==> src/design/tpd_pkg.sv <==
// Shared constants and types for the panel timing driver.
// Assumes one 20 MHz reference clock and an RGB565 pixel source.
package tpd_pkg;

  // Clock rates in Hz
  localparam int REF_CLK_HZ = 20000000;
  localparam int PIX_CLK_HZ = 2500000;

  // Pixel clock divider, half-duty
  localparam int PCLK_DIV_CYC = REF_CLK_HZ / PIX_CLK_HZ;
  localparam int PCLK_HIGH_CYC = PCLK_DIV_CYC / 2;
  localparam int DIV_W = 4;

  // Frame geometry in pixel clocks and lines
  localparam int FRAME_HZ = 60;
  localparam int FRAME_HZ_MIN = 50;
  localparam int FRAME_HZ_MAX = 80;
  localparam int H_ACTIVE = 320;
  localparam int V_ACTIVE = 96;
  localparam int V_BLANK = 10;
  localparam int V_TOTAL = V_ACTIVE + V_BLANK;
  localparam int H_TOTAL = PIX_CLK_HZ / (FRAME_HZ * V_TOTAL);
  localparam int H_SYNC_PCLK = 8;
  localparam int H_BACK_PCLK = 32;
  localparam int H_START = H_SYNC_PCLK + H_BACK_PCLK;
  localparam int V_SYNC_LINES = 1;
  localparam int HCNT_W = 9;
  localparam int VCNT_W = 7;

  // Buffer in the pixel path
  localparam int BUF_DEPTH = 2;

  typedef struct packed {
    logic [4:0] red;
    logic [5:0] green;
    logic [4:0] blue;
  } tpd_rgb565_t;

  localparam int PIX_W = $bits(tpd_rgb565_t);

  typedef struct packed {
    logic [7:0] hi;
    logic [7:0] lo;
  } tpd_bytes_t;

  typedef struct packed {
    logic [5:0] red;
    logic [5:0] green;
    logic [5:0] blue;
  } tpd_rgb666_t;

  // Panel side wiring: lowest red and blue copy the next bit up
  function automatic tpd_rgb666_t tpd_expand18(input tpd_rgb565_t w);
    tpd_rgb666_t p;
    p.red = {w.red, w.red[0]};
    p.green = w.green;
    p.blue = {w.blue, w.blue[0]};
    return p;
  endfunction

endpackage

==> src/design/tpd_pix_buf.sv <==
// Small valid/ready buffer that sits in the pixel word path.
// Assumes both sides run on ref_clk; out_data is valid while out_valid.
`timescale 1ns/10ps
module tpd_pix_buf
  import tpd_pkg::*;
#(
  parameter int W = PIX_W,
  parameter int DEPTH = BUF_DEPTH
)
(
  input wire logic ref_clk,
  input wire logic rst,
  input wire logic [W-1:0] in_data,
  input wire logic in_valid,
  output logic in_ready,
  output logic [W-1:0] out_data,
  output logic out_valid,
  input wire logic out_ready
);

  localparam int PW = (DEPTH > 1) ? $clog2(DEPTH) : 1;
  localparam int CW = $clog2(DEPTH + 1);
  localparam logic [PW-1:0] PTR_LAST = PW'(DEPTH - 1);
  localparam logic [CW-1:0] CNT_FULL = CW'(DEPTH);

  typedef struct packed {
    logic [DEPTH-1:0][W-1:0] mem;
    logic [PW-1:0] wr_ptr;
    logic [PW-1:0] rd_ptr;
    logic [CW-1:0] count;
    logic in_rdy;
  } tpd_buf_state_t;

  tpd_buf_state_t s_reg;
  tpd_buf_state_t s_next;
  logic push;
  logic pop;

  always_comb
  begin
    s_next = s_reg;
    push = in_valid && s_reg.in_rdy;
    pop = out_ready && (s_reg.count != '0);
    if (push)
    begin
      s_next.mem[s_reg.wr_ptr] = in_data;
      s_next.wr_ptr = (s_reg.wr_ptr == PTR_LAST) ? '0
                      : s_reg.wr_ptr + 1'b1;
    end
    if (pop)
    begin
      s_next.rd_ptr = (s_reg.rd_ptr == PTR_LAST) ? '0
                      : s_reg.rd_ptr + 1'b1;
    end
    case ({push, pop})
      2'b10: s_next.count = s_reg.count + 1'b1;
      2'b01: s_next.count = s_reg.count - 1'b1;
      default: s_next.count = s_reg.count;
    endcase
    // Registered ready keeps the source path free of combinational loops
    s_next.in_rdy = (s_next.count != CNT_FULL);
  end

  always_ff @(posedge ref_clk or posedge rst)
  begin
    if (rst)
    begin
      s_reg <= '0;
      s_reg.in_rdy <= 1'b1;
    end
    else
    begin
      s_reg <= s_next;
    end
  end

  assign in_ready = s_reg.in_rdy;
  assign out_data = s_reg.mem[s_reg.rd_ptr];
  assign out_valid = (s_reg.count != '0);

endmodule

==> src/design/tpd_panel_drv.sv <==
// Timing and data driver for a parallel RGB TFT panel.
// Assumes a pixel word source on ref_clk with valid/ready handshake;
// all panel outputs are one-way and registered.
//
// Operation
// - Each pixel is one 16-bit word, all bits updated together.
// - Words are 5-6-5; panel ties lowest red and blue to next bit.
// - Pixel clock runs at 2.5 MHz, above raw pixel rate.
// - Pixel clock divides the system clock at half duty.
// - Pixel clock free-runs; data advances at every falling edge.
// - Falling edges are found by sampling our own pixel clock output.
// - Data enable is active only while a valid pixel is driven.
// - Horizontal sync marks the start of every line.
// - Vertical sync marks the start of every frame.
// - Every panel signal is an output; nothing returns from the panel.
// - Frames repeat between 50 and 80 times a second.
// - Active frame is 320 pixels by 96 lines at 60 Hz.
// - No pixel data and no data enable during blanking.
// - Pixels go out in one unbroken burst per line; a starved slot breaks it with enable low.
// - Syncs are plain levels changed at their own points.
// - Ten blanking lines plus 96 active, 106 lines per frame.
// - First ten lines of a frame are blanking; only the first carries vertical sync.
// - Each active line carries exactly 320 pixel words; a starved slot carries none.
`timescale 1ns/10ps
module tpd_panel_drv
  import tpd_pkg::*;
#(
  parameter int CLK_HZ = REF_CLK_HZ,
  parameter int PIX_HZ = PIX_CLK_HZ,
  parameter int H_ACT = H_ACTIVE,
  parameter int V_ACT = V_ACTIVE,
  parameter int V_BLK = V_BLANK,
  parameter int H_SYNC = H_SYNC_PCLK,
  parameter int H_BACK = H_BACK_PCLK,
  parameter int V_SYNC = V_SYNC_LINES
)
(
  input wire logic ref_clk,
  input wire logic rst,
  input wire tpd_rgb565_t pix_in_data,
  input wire logic pix_in_valid,
  output logic pix_in_ready,
  output logic [7:0] pixel_out_port_a,
  output logic [7:0] pixel_out_port_b,
  output logic pclk,
  output logic de,
  output logic hsync_n,
  output logic vsync_n,
  output logic frame_start,
  output logic underrun
);

  // Derived timing, in ref_clk cycles, pixel clocks or lines
  localparam int DIV_CYC = CLK_HZ / PIX_HZ;
  localparam int HALF_CYC = DIV_CYC / 2;
  localparam int V_TOT = V_ACT + V_BLK;
  localparam int H_TOT = PIX_HZ / (FRAME_HZ * V_TOT);
  localparam int H_FIRST = H_SYNC + H_BACK;
  localparam logic [DIV_W-1:0] DIV_LAST = DIV_W'(DIV_CYC - 1);
  localparam logic [DIV_W-1:0] DIV_HIGH = DIV_W'(HALF_CYC);
  localparam logic [HCNT_W-1:0] H_LAST = HCNT_W'(H_TOT - 1);
  localparam logic [HCNT_W-1:0] H_SYNC_END = HCNT_W'(H_SYNC);
  localparam logic [HCNT_W-1:0] H_ACT_FIRST = HCNT_W'(H_FIRST);
  localparam logic [HCNT_W-1:0] H_ACT_END = HCNT_W'(H_FIRST + H_ACT);
  localparam logic [VCNT_W-1:0] V_LAST = VCNT_W'(V_TOT - 1);
  localparam logic [VCNT_W-1:0] V_ACT_FIRST = VCNT_W'(V_BLK);
  localparam logic [VCNT_W-1:0] V_SYNC_END = VCNT_W'(V_SYNC);

  // Line must fit sync, porch and pixels; frame rate must stay in range
  localparam int FRAME_RATE = PIX_HZ / (H_TOT * V_TOT);
  localparam bit GEOM_OK = (H_TOT > H_FIRST + H_ACT)
                           && (FRAME_RATE >= FRAME_HZ_MIN)
                           && (FRAME_RATE <= FRAME_HZ_MAX)
                           && (V_SYNC <= V_BLK)
                           && (DIV_CYC >= 2);

  typedef enum logic [1:0] {
    TPD_SYNC,
    TPD_PORCH,
    TPD_ACTIVE,
    TPD_TAIL
  } tpd_hphase_t;

  typedef struct packed {
    logic [DIV_W-1:0] div;
    logic pclk;
    logic pclk_seen;
    logic [HCNT_W-1:0] hcnt;
    logic [VCNT_W-1:0] vcnt;
    tpd_hphase_t hphase;
    tpd_rgb565_t pix;
    logic de;
    logic hsync_n;
    logic vsync_n;
    logic frame_start;
    logic underrun;
    logic started;
  } tpd_state_t;

  tpd_state_t s_reg;
  tpd_state_t s_next;
  tpd_bytes_t pix_bytes;
  tpd_rgb565_t buf_data;
  logic buf_valid;
  logic buf_pop;
  logic fall;
  logic [HCNT_W-1:0] h_n;
  logic [VCNT_W-1:0] v_n;
  logic line_active;
  logic slot_active;

  // Two-entry buffer lets the source stall without losing a word
  tpd_pix_buf #(
    .W(PIX_W),
    .DEPTH(BUF_DEPTH)
  ) u_buf (
    .ref_clk(ref_clk),
    .rst(rst),
    .in_data(pix_in_data),
    .in_valid(pix_in_valid),
    .in_ready(pix_in_ready),
    .out_data(buf_data),
    .out_valid(buf_valid),
    .out_ready(buf_pop)
  );

  always_comb
  begin
    s_next = s_reg;
    s_next.frame_start = 1'b0;
    buf_pop = 1'b0;
    h_n = s_reg.hcnt;
    v_n = s_reg.vcnt;
    line_active = 1'b0;
    slot_active = 1'b0;

    // Free-running half-duty divider, never gated
    if (s_reg.div == DIV_LAST)
    begin
      s_next.div = '0;
    end
    else
    begin
      s_next.div = s_reg.div + 1'b1;
    end
    s_next.pclk = (s_next.div < DIV_HIGH);

    // Edge found from our own output, one ref_clk after it falls;
    // data then changes well inside the low half of the pixel clock
    s_next.pclk_seen = s_reg.pclk;
    fall = s_reg.pclk_seen && !s_reg.pclk;

    if (fall)
    begin
      // Line counter advances once per pixel clock, frame counter once per line
      if (s_reg.hcnt == H_LAST)
      begin
        h_n = '0;
        if (s_reg.vcnt == V_LAST)
        begin
          v_n = '0;
        end
        else
        begin
          v_n = s_reg.vcnt + 1'b1;
        end
      end
      else
      begin
        h_n = s_reg.hcnt + 1'b1;
      end
      s_next.hcnt = h_n;
      s_next.vcnt = v_n;

      // Horizontal phase of the new position
      if (h_n < H_SYNC_END)
      begin
        s_next.hphase = TPD_SYNC;
      end
      else if (h_n < H_ACT_FIRST)
      begin
        s_next.hphase = TPD_PORCH;
      end
      else if (h_n < H_ACT_END)
      begin
        s_next.hphase = TPD_ACTIVE;
      end
      else
      begin
        s_next.hphase = TPD_TAIL;
      end

      // Blanking lines come first, then the active lines
      line_active = (v_n >= V_ACT_FIRST);
      slot_active = line_active && (s_next.hphase == TPD_ACTIVE);

      // Syncs are independent levels; hsync on every line
      s_next.hsync_n = !(h_n < H_SYNC_END);
      s_next.vsync_n = !(v_n < V_SYNC_END);
      s_next.frame_start = (h_n == '0) && (v_n == '0);
      if (s_next.frame_start)
      begin
        s_next.started = 1'b1;
      end

      case (s_next.hphase)
        TPD_ACTIVE:
        begin
          if (slot_active && buf_valid)
          begin
            // One whole 16-bit word per pixel clock
            s_next.pix = buf_data;
            s_next.de = 1'b1;
            buf_pop = 1'b1;
          end
          else if (slot_active)
          begin
            // Starved slot: hold enable off, keep the line length
            s_next.pix = '0;
            s_next.de = 1'b0;
            s_next.underrun = 1'b1;
          end
          else
          begin
            s_next.pix = '0;
            s_next.de = 1'b0;
          end
        end
        TPD_SYNC, TPD_PORCH, TPD_TAIL:
        begin
          s_next.pix = '0;
          s_next.de = 1'b0;
        end
        default:
        begin
          s_next.pix = '0;
          s_next.de = 1'b0;
        end
      endcase

      // Sticky underrun clears at frame start; a new miss still wins
      if (s_next.frame_start && !(slot_active && !buf_valid))
      begin
        s_next.underrun = 1'b0;
      end
    end

    // Partial frame after reset would give short syncs; keep it dark
    if (!s_next.started)
    begin
      s_next.pix = '0;
      s_next.de = 1'b0;
      s_next.hsync_n = 1'b1;
      s_next.vsync_n = 1'b1;
      s_next.underrun = 1'b0;
      buf_pop = 1'b0;
    end

    // A geometry that breaks the line or rate limits stays blank
    if (!GEOM_OK)
    begin
      s_next.de = 1'b0;
      s_next.pix = '0;
      buf_pop = 1'b0;
    end
  end

  always_ff @(posedge ref_clk or posedge rst)
  begin
    if (rst)
    begin
      s_reg <= '0;
      s_reg.hphase <= TPD_SYNC;
      s_reg.hsync_n <= 1'b1;
      s_reg.vsync_n <= 1'b1;
    end
    else
    begin
      s_reg <= s_next;
    end
  end

  // Byte halves of the pixel word go to the two output groups
  assign pix_bytes = s_reg.pix;
  assign pixel_out_port_a = pix_bytes.hi;
  assign pixel_out_port_b = pix_bytes.lo;
  assign pclk = s_reg.pclk;
  assign de = s_reg.de;
  assign hsync_n = s_reg.hsync_n;
  assign vsync_n = s_reg.vsync_n;
  assign frame_start = s_reg.frame_start;
  assign underrun = s_reg.underrun;

endmodule

==> config.mk <==
export PLATFORM = sky130hd
export DESIGN_NAME = tpd_panel_drv
export DESIGN_NICKNAME = d
export VERILOG_FILES = /design/src/design/tpd_pkg.sv /design/src/design/tpd_pix_buf.sv /design/src/design/tpd_panel_drv.sv
export SDC_FILE = /design/constraint.sdc
export NUM_CORES = 1
export LEC_CHECK = 0
export ABC_AREA = 1
export CORE_ASPECT_RATIO = 1.75
export CORE_MARGIN = 2
export CORE_UTILIZATION = 57
export DETAILED_ROUTE_END_ITERATION = 8
export DONT_BUFFER_PORTS = 1
export PLACE_DENSITY = 0.73
export SLEW_MARGIN = 40
export SYNTH_ARGS = -nofsm -noshare
export SYNTH_HDL_FRONTEND = slang
export SYNTH_HIERARCHICAL = 1
export SYNTH_SLANG_ARGS = --single-unit
export TNS_END_PERCENT = 30
==> constraint.sdc <==
create_clock -name ref_clk -period 2.8 [get_ports ref_clk]
set_input_delay 0.56 -clock ref_clk [delete_from_list [all_inputs] [get_ports ref_clk]]
set_output_delay 0.56 -clock ref_clk [all_outputs]
set_load 0.02 [all_outputs]
==> impl_results.md <==
- Status: complete, no violations
- Worst Max-Slew Pin Slew: 0.5427 ns
- Synth Area in Compound Gates: 0.09050
- Initial Util: 0.5852
- Crit path kind: reg2reg
- DRT Pass-1 Iters: 6
- Setup TNS: 0 ns
- Clock Power Share: 0.340
- Setup Viol. Count Final: 0
- CP top delay family: simple AND/OR/NAND/NOR gates
- Leading cell type in the layout, fill and taps excluded: nand2_1
- TritonCTS Buffers: 9
- Syn nets: 554
- GRT Resource Usage Total: 0.2356
- Rows: 41
- Worst path max stage delay: 0.40 ns
- CTS Buffer Depth: 2
- DP HPWL: 6313 microns
- Clk_skew: 0.01164 ns
- Final core occ: 0.6535
- Post-Synth XOR/XNOR Area: 0.01042
- Diode count: 0
- Die Span Y: 117.6 microns
- Global-route wire length before repair: 14240 microns
- Final WL: 9484 microns
- Vias in the first global route: 3112
- Root Buffer: clkbuf_16
- Worst EP arrival: 3.05 ns
- CTS tree: yes
- PnR worst setup slack: 0.008620 ns
- Largest family of logic cells by synthesized area: simple AND/OR/NAND/NOR gates
- Max VDD drop: 522.7 uV
- TritonCTS Sinks: 81
- Required @ worst endpoint: 3.06 ns
- DP Worst Slack: -0.07292 ns
- Setup crit start: s_reg[31]$_DFFE_PP0P_
- Fin nets: 555
- Cell variety after synth: 28
- Synthesized flop and latch total: 81
- Cell Int Power: 0.002287 W
- Initial antenna violation count: 0
- Yosys warns: 6
- Final Max Slew Viols: 0
- Synthesized-area fraction occupied by adder cells: 0.01786
- Synth Cell Area: 4203 sq um
- Critical Path Stages: 22
- Comb power frac: 0.178
- WP buf/inv: 5
- CTS Hold Bufs: 0
- Max Freq: 358.2 MHz
- Worst reg-to-reg setup slack: 0.009 ns
- Area Overhead vs Synth: 11.67%
- Mux contribution to synthesized area: 0
- Post-route minimum period: 2.791 ns
- Leakage: 2.424 nW
- Max_cap viols: 0
- Worst Setup EP: u_buf/in_ready$_DFF_PP1_
- Most frequent cells in the layout: 189 x nand2_1, 77 x dfrtp_1, 45 x inv_1
- Cells after Synth: 529
- H-tree depth: 3
- Largest net degree at the start of global routing: 38
- Largest register FFs: 36
- Sequential share of the synthesized area: 0.4832
- Sw frac: 0.2945
- FF-to-FF Start: s_reg[31]$_DFFE_PP0P_
- Core Area: 7182 sq um
- Worst slew margin: 0.6359
- Max Fanout on Critical Path: 7
- Most used cell, CP: nand2_1
- Crit end category: flop
- Clk_lat worst skew: 0.34 ns
- RSZ-0062 raised after global routing: true
- Reg2reg end: u_buf/in_ready$_DFF_PP1_
- Remaining antenna violation count after routing: 0
- Worst-path clk slew: 0.07 ns
- Placer Congestion: 0.8593
- Pwr dens: 690.7 nW/um^2
- Tcrit/Tclk final: 0.9969
- Crit path cell chain: inv_2, ha_4, nand2_4, inv_2, nand2_2, nor2_4, nand3_2, nand3_4, nand3_4, nor2_4, nand2_2, o21ai_2, nand2_1, inv_1, nand2_2, inv_2, ha_4, inv_1, nand2_1, nand4_1, nand2_1, nand2_1
- Per-cell routed wire length: 15.27 microns
- Vias per cell: 5.433
- Post-layout total power: 0.003242 W
- Num ports: 42
- Total number of vias: 3374
- Simple logic cell fraction of the synthesized area: 0.2891
- Die Span X: 68.91 microns
- HP Class: in2async
- Final Hold Fails: 0
- Worst Reg-to-Reg Cells: 22
- Grt total ovfl: 0
- DRT iter0 DRCs: 254
- CP Launch Type: flop
- Port-buffer cells: 0
- Layout cell share with drive strength beyond 1: 0.2112
- Reg power frac: 0.482
- Die Area: 8103 sq um
- DRC: 0
- Mean post-synth cell area: 7.945 sq um
- Psw: 0.0009548 W
- Worst path slowest cell: dfrtp_1
## worst min-delay path by stage
stage,to,slack (ns),depth (start not counted)
2_1_floorplan,s_reg[42]$_DFF_PP0_,0.43,1
3_3_place_gp,s_reg[42]$_DFF_PP0_,0.44,1
3_5_place_dp,s_reg[42]$_DFF_PP0_,0.46,1
4_1_cts,pixel_out_port_a[0]$_DFFE_PP0N_,0.10,1
5_1_grt,pixel_out_port_a[0]$_DFFE_PP0N_,0.14,1
6_report,s_reg[25]$_DFFE_PP0P_,0.10,1
## stage by stage
step | area, sq um | hold slack [ns] | cells
6_report | 4693 | 0.1008 | 621
5_1_grt | 4693 | 0.1385 | 621
2_1_floorplan | 4203 | 0.4283 | 529
3_3_place_gp | 4130 | 0.4396 | 590
3_5_place_dp | 4131 | 0.4630 | 590
4_1_cts | 4482 | 0.1020 | 612
## synthesized netlist by cell type (all sizes together)
master | number | area, sq um
o21ai | 52 | 324.1
dfstp | 3 | 78.83
clkinv | 1 | 3.750
dfrtp | 78 | 1952
a31oi | 3 | 18.77
nand4 | 3 | 18.77
o211ai | 1 | 7.510
xor2 | 5 | 43.79
nor2 | 36 | 165.2
ha | 6 | 75.07
o21bai | 2 | 15.01
nand3b | 2 | 15.01
clkbuf | 8 | 30.03
a21oi | 3 | 15.01
buf | 27 | 225.2
or2 | 2 | 12.52
nand3 | 40 | 220.2
inv | 53 | 198.9
nand2 | 204 | 783.3
## power by group through the flow
stage / logic (W) / registers, W / clock network (W)
4_1_cts: 0.000580 / 0.00156 / 0.00112
3_5_place_dp: 0.000575 / 0.00158 / 0
3_3_place_gp: 0.000555 / 0.00157 / 0
2_1_floorplan: 0.000514 / 0.00155 / 0
6_report: 0.000577 / 0.00156 / 0.00110
5_1_grt: 0.000668 / 0.00160 / 0.00116
## worst reg2reg max path: cells and delay by family, from the launching register on
kind                     cells  cell delay (ns)
buffers and inverters        5             0.34
adder cells (fa/ha/maj)      2             0.26
AO/OA/AOI/OAI                1             0.18
flip-flops                   1             0.40
AND/OR/NAND/NOR             14             1.52
## what timing repair did
item	4_1_cts	5_1_grt
resized for setup	5	40
gates cloned	0	0
endpoints found under the setup margin	3	3
setup buffers	6	9
pin swaps	1	25
## cell type report
class,instances,area (sq um)
multi-input combinational,359,1876
inverter,54,203.9
timing repair buffer,25,191.4
fill,599,2489
clock inverter,5,30.03
sequential,81,2032
clock buffer,11,252.7
tap,86,107.6
## cells by family (layout without fill, tap and decap cells)
| logic type | after synthesis | in the layout |
|---|---|---|
| DFF | 81 | 81 |
| adders and majority gates | 6 | 6 |
| buffers and inverters | 89 | 95 |
| and+or+nand+nor | 287 | 287 |
| xor gates and xnor gates | 5 | 5 |
| AOI/OAI and AO/OA | 61 | 61 |
## layer usage
metal | vias to the layer above | share of wire | track usage
met5 | - | 0 | 0
li1 | 1638 | - | -
met3 | 29 | 0.037 | 0.04971
met2 | 98 | 0.53 | 0.3912
met4 | 0 | 0.044 | 0.1360
met1 | 1609 | 0.39 | 0.2671
Note: power is estimated with default switching activity, not from simulation.
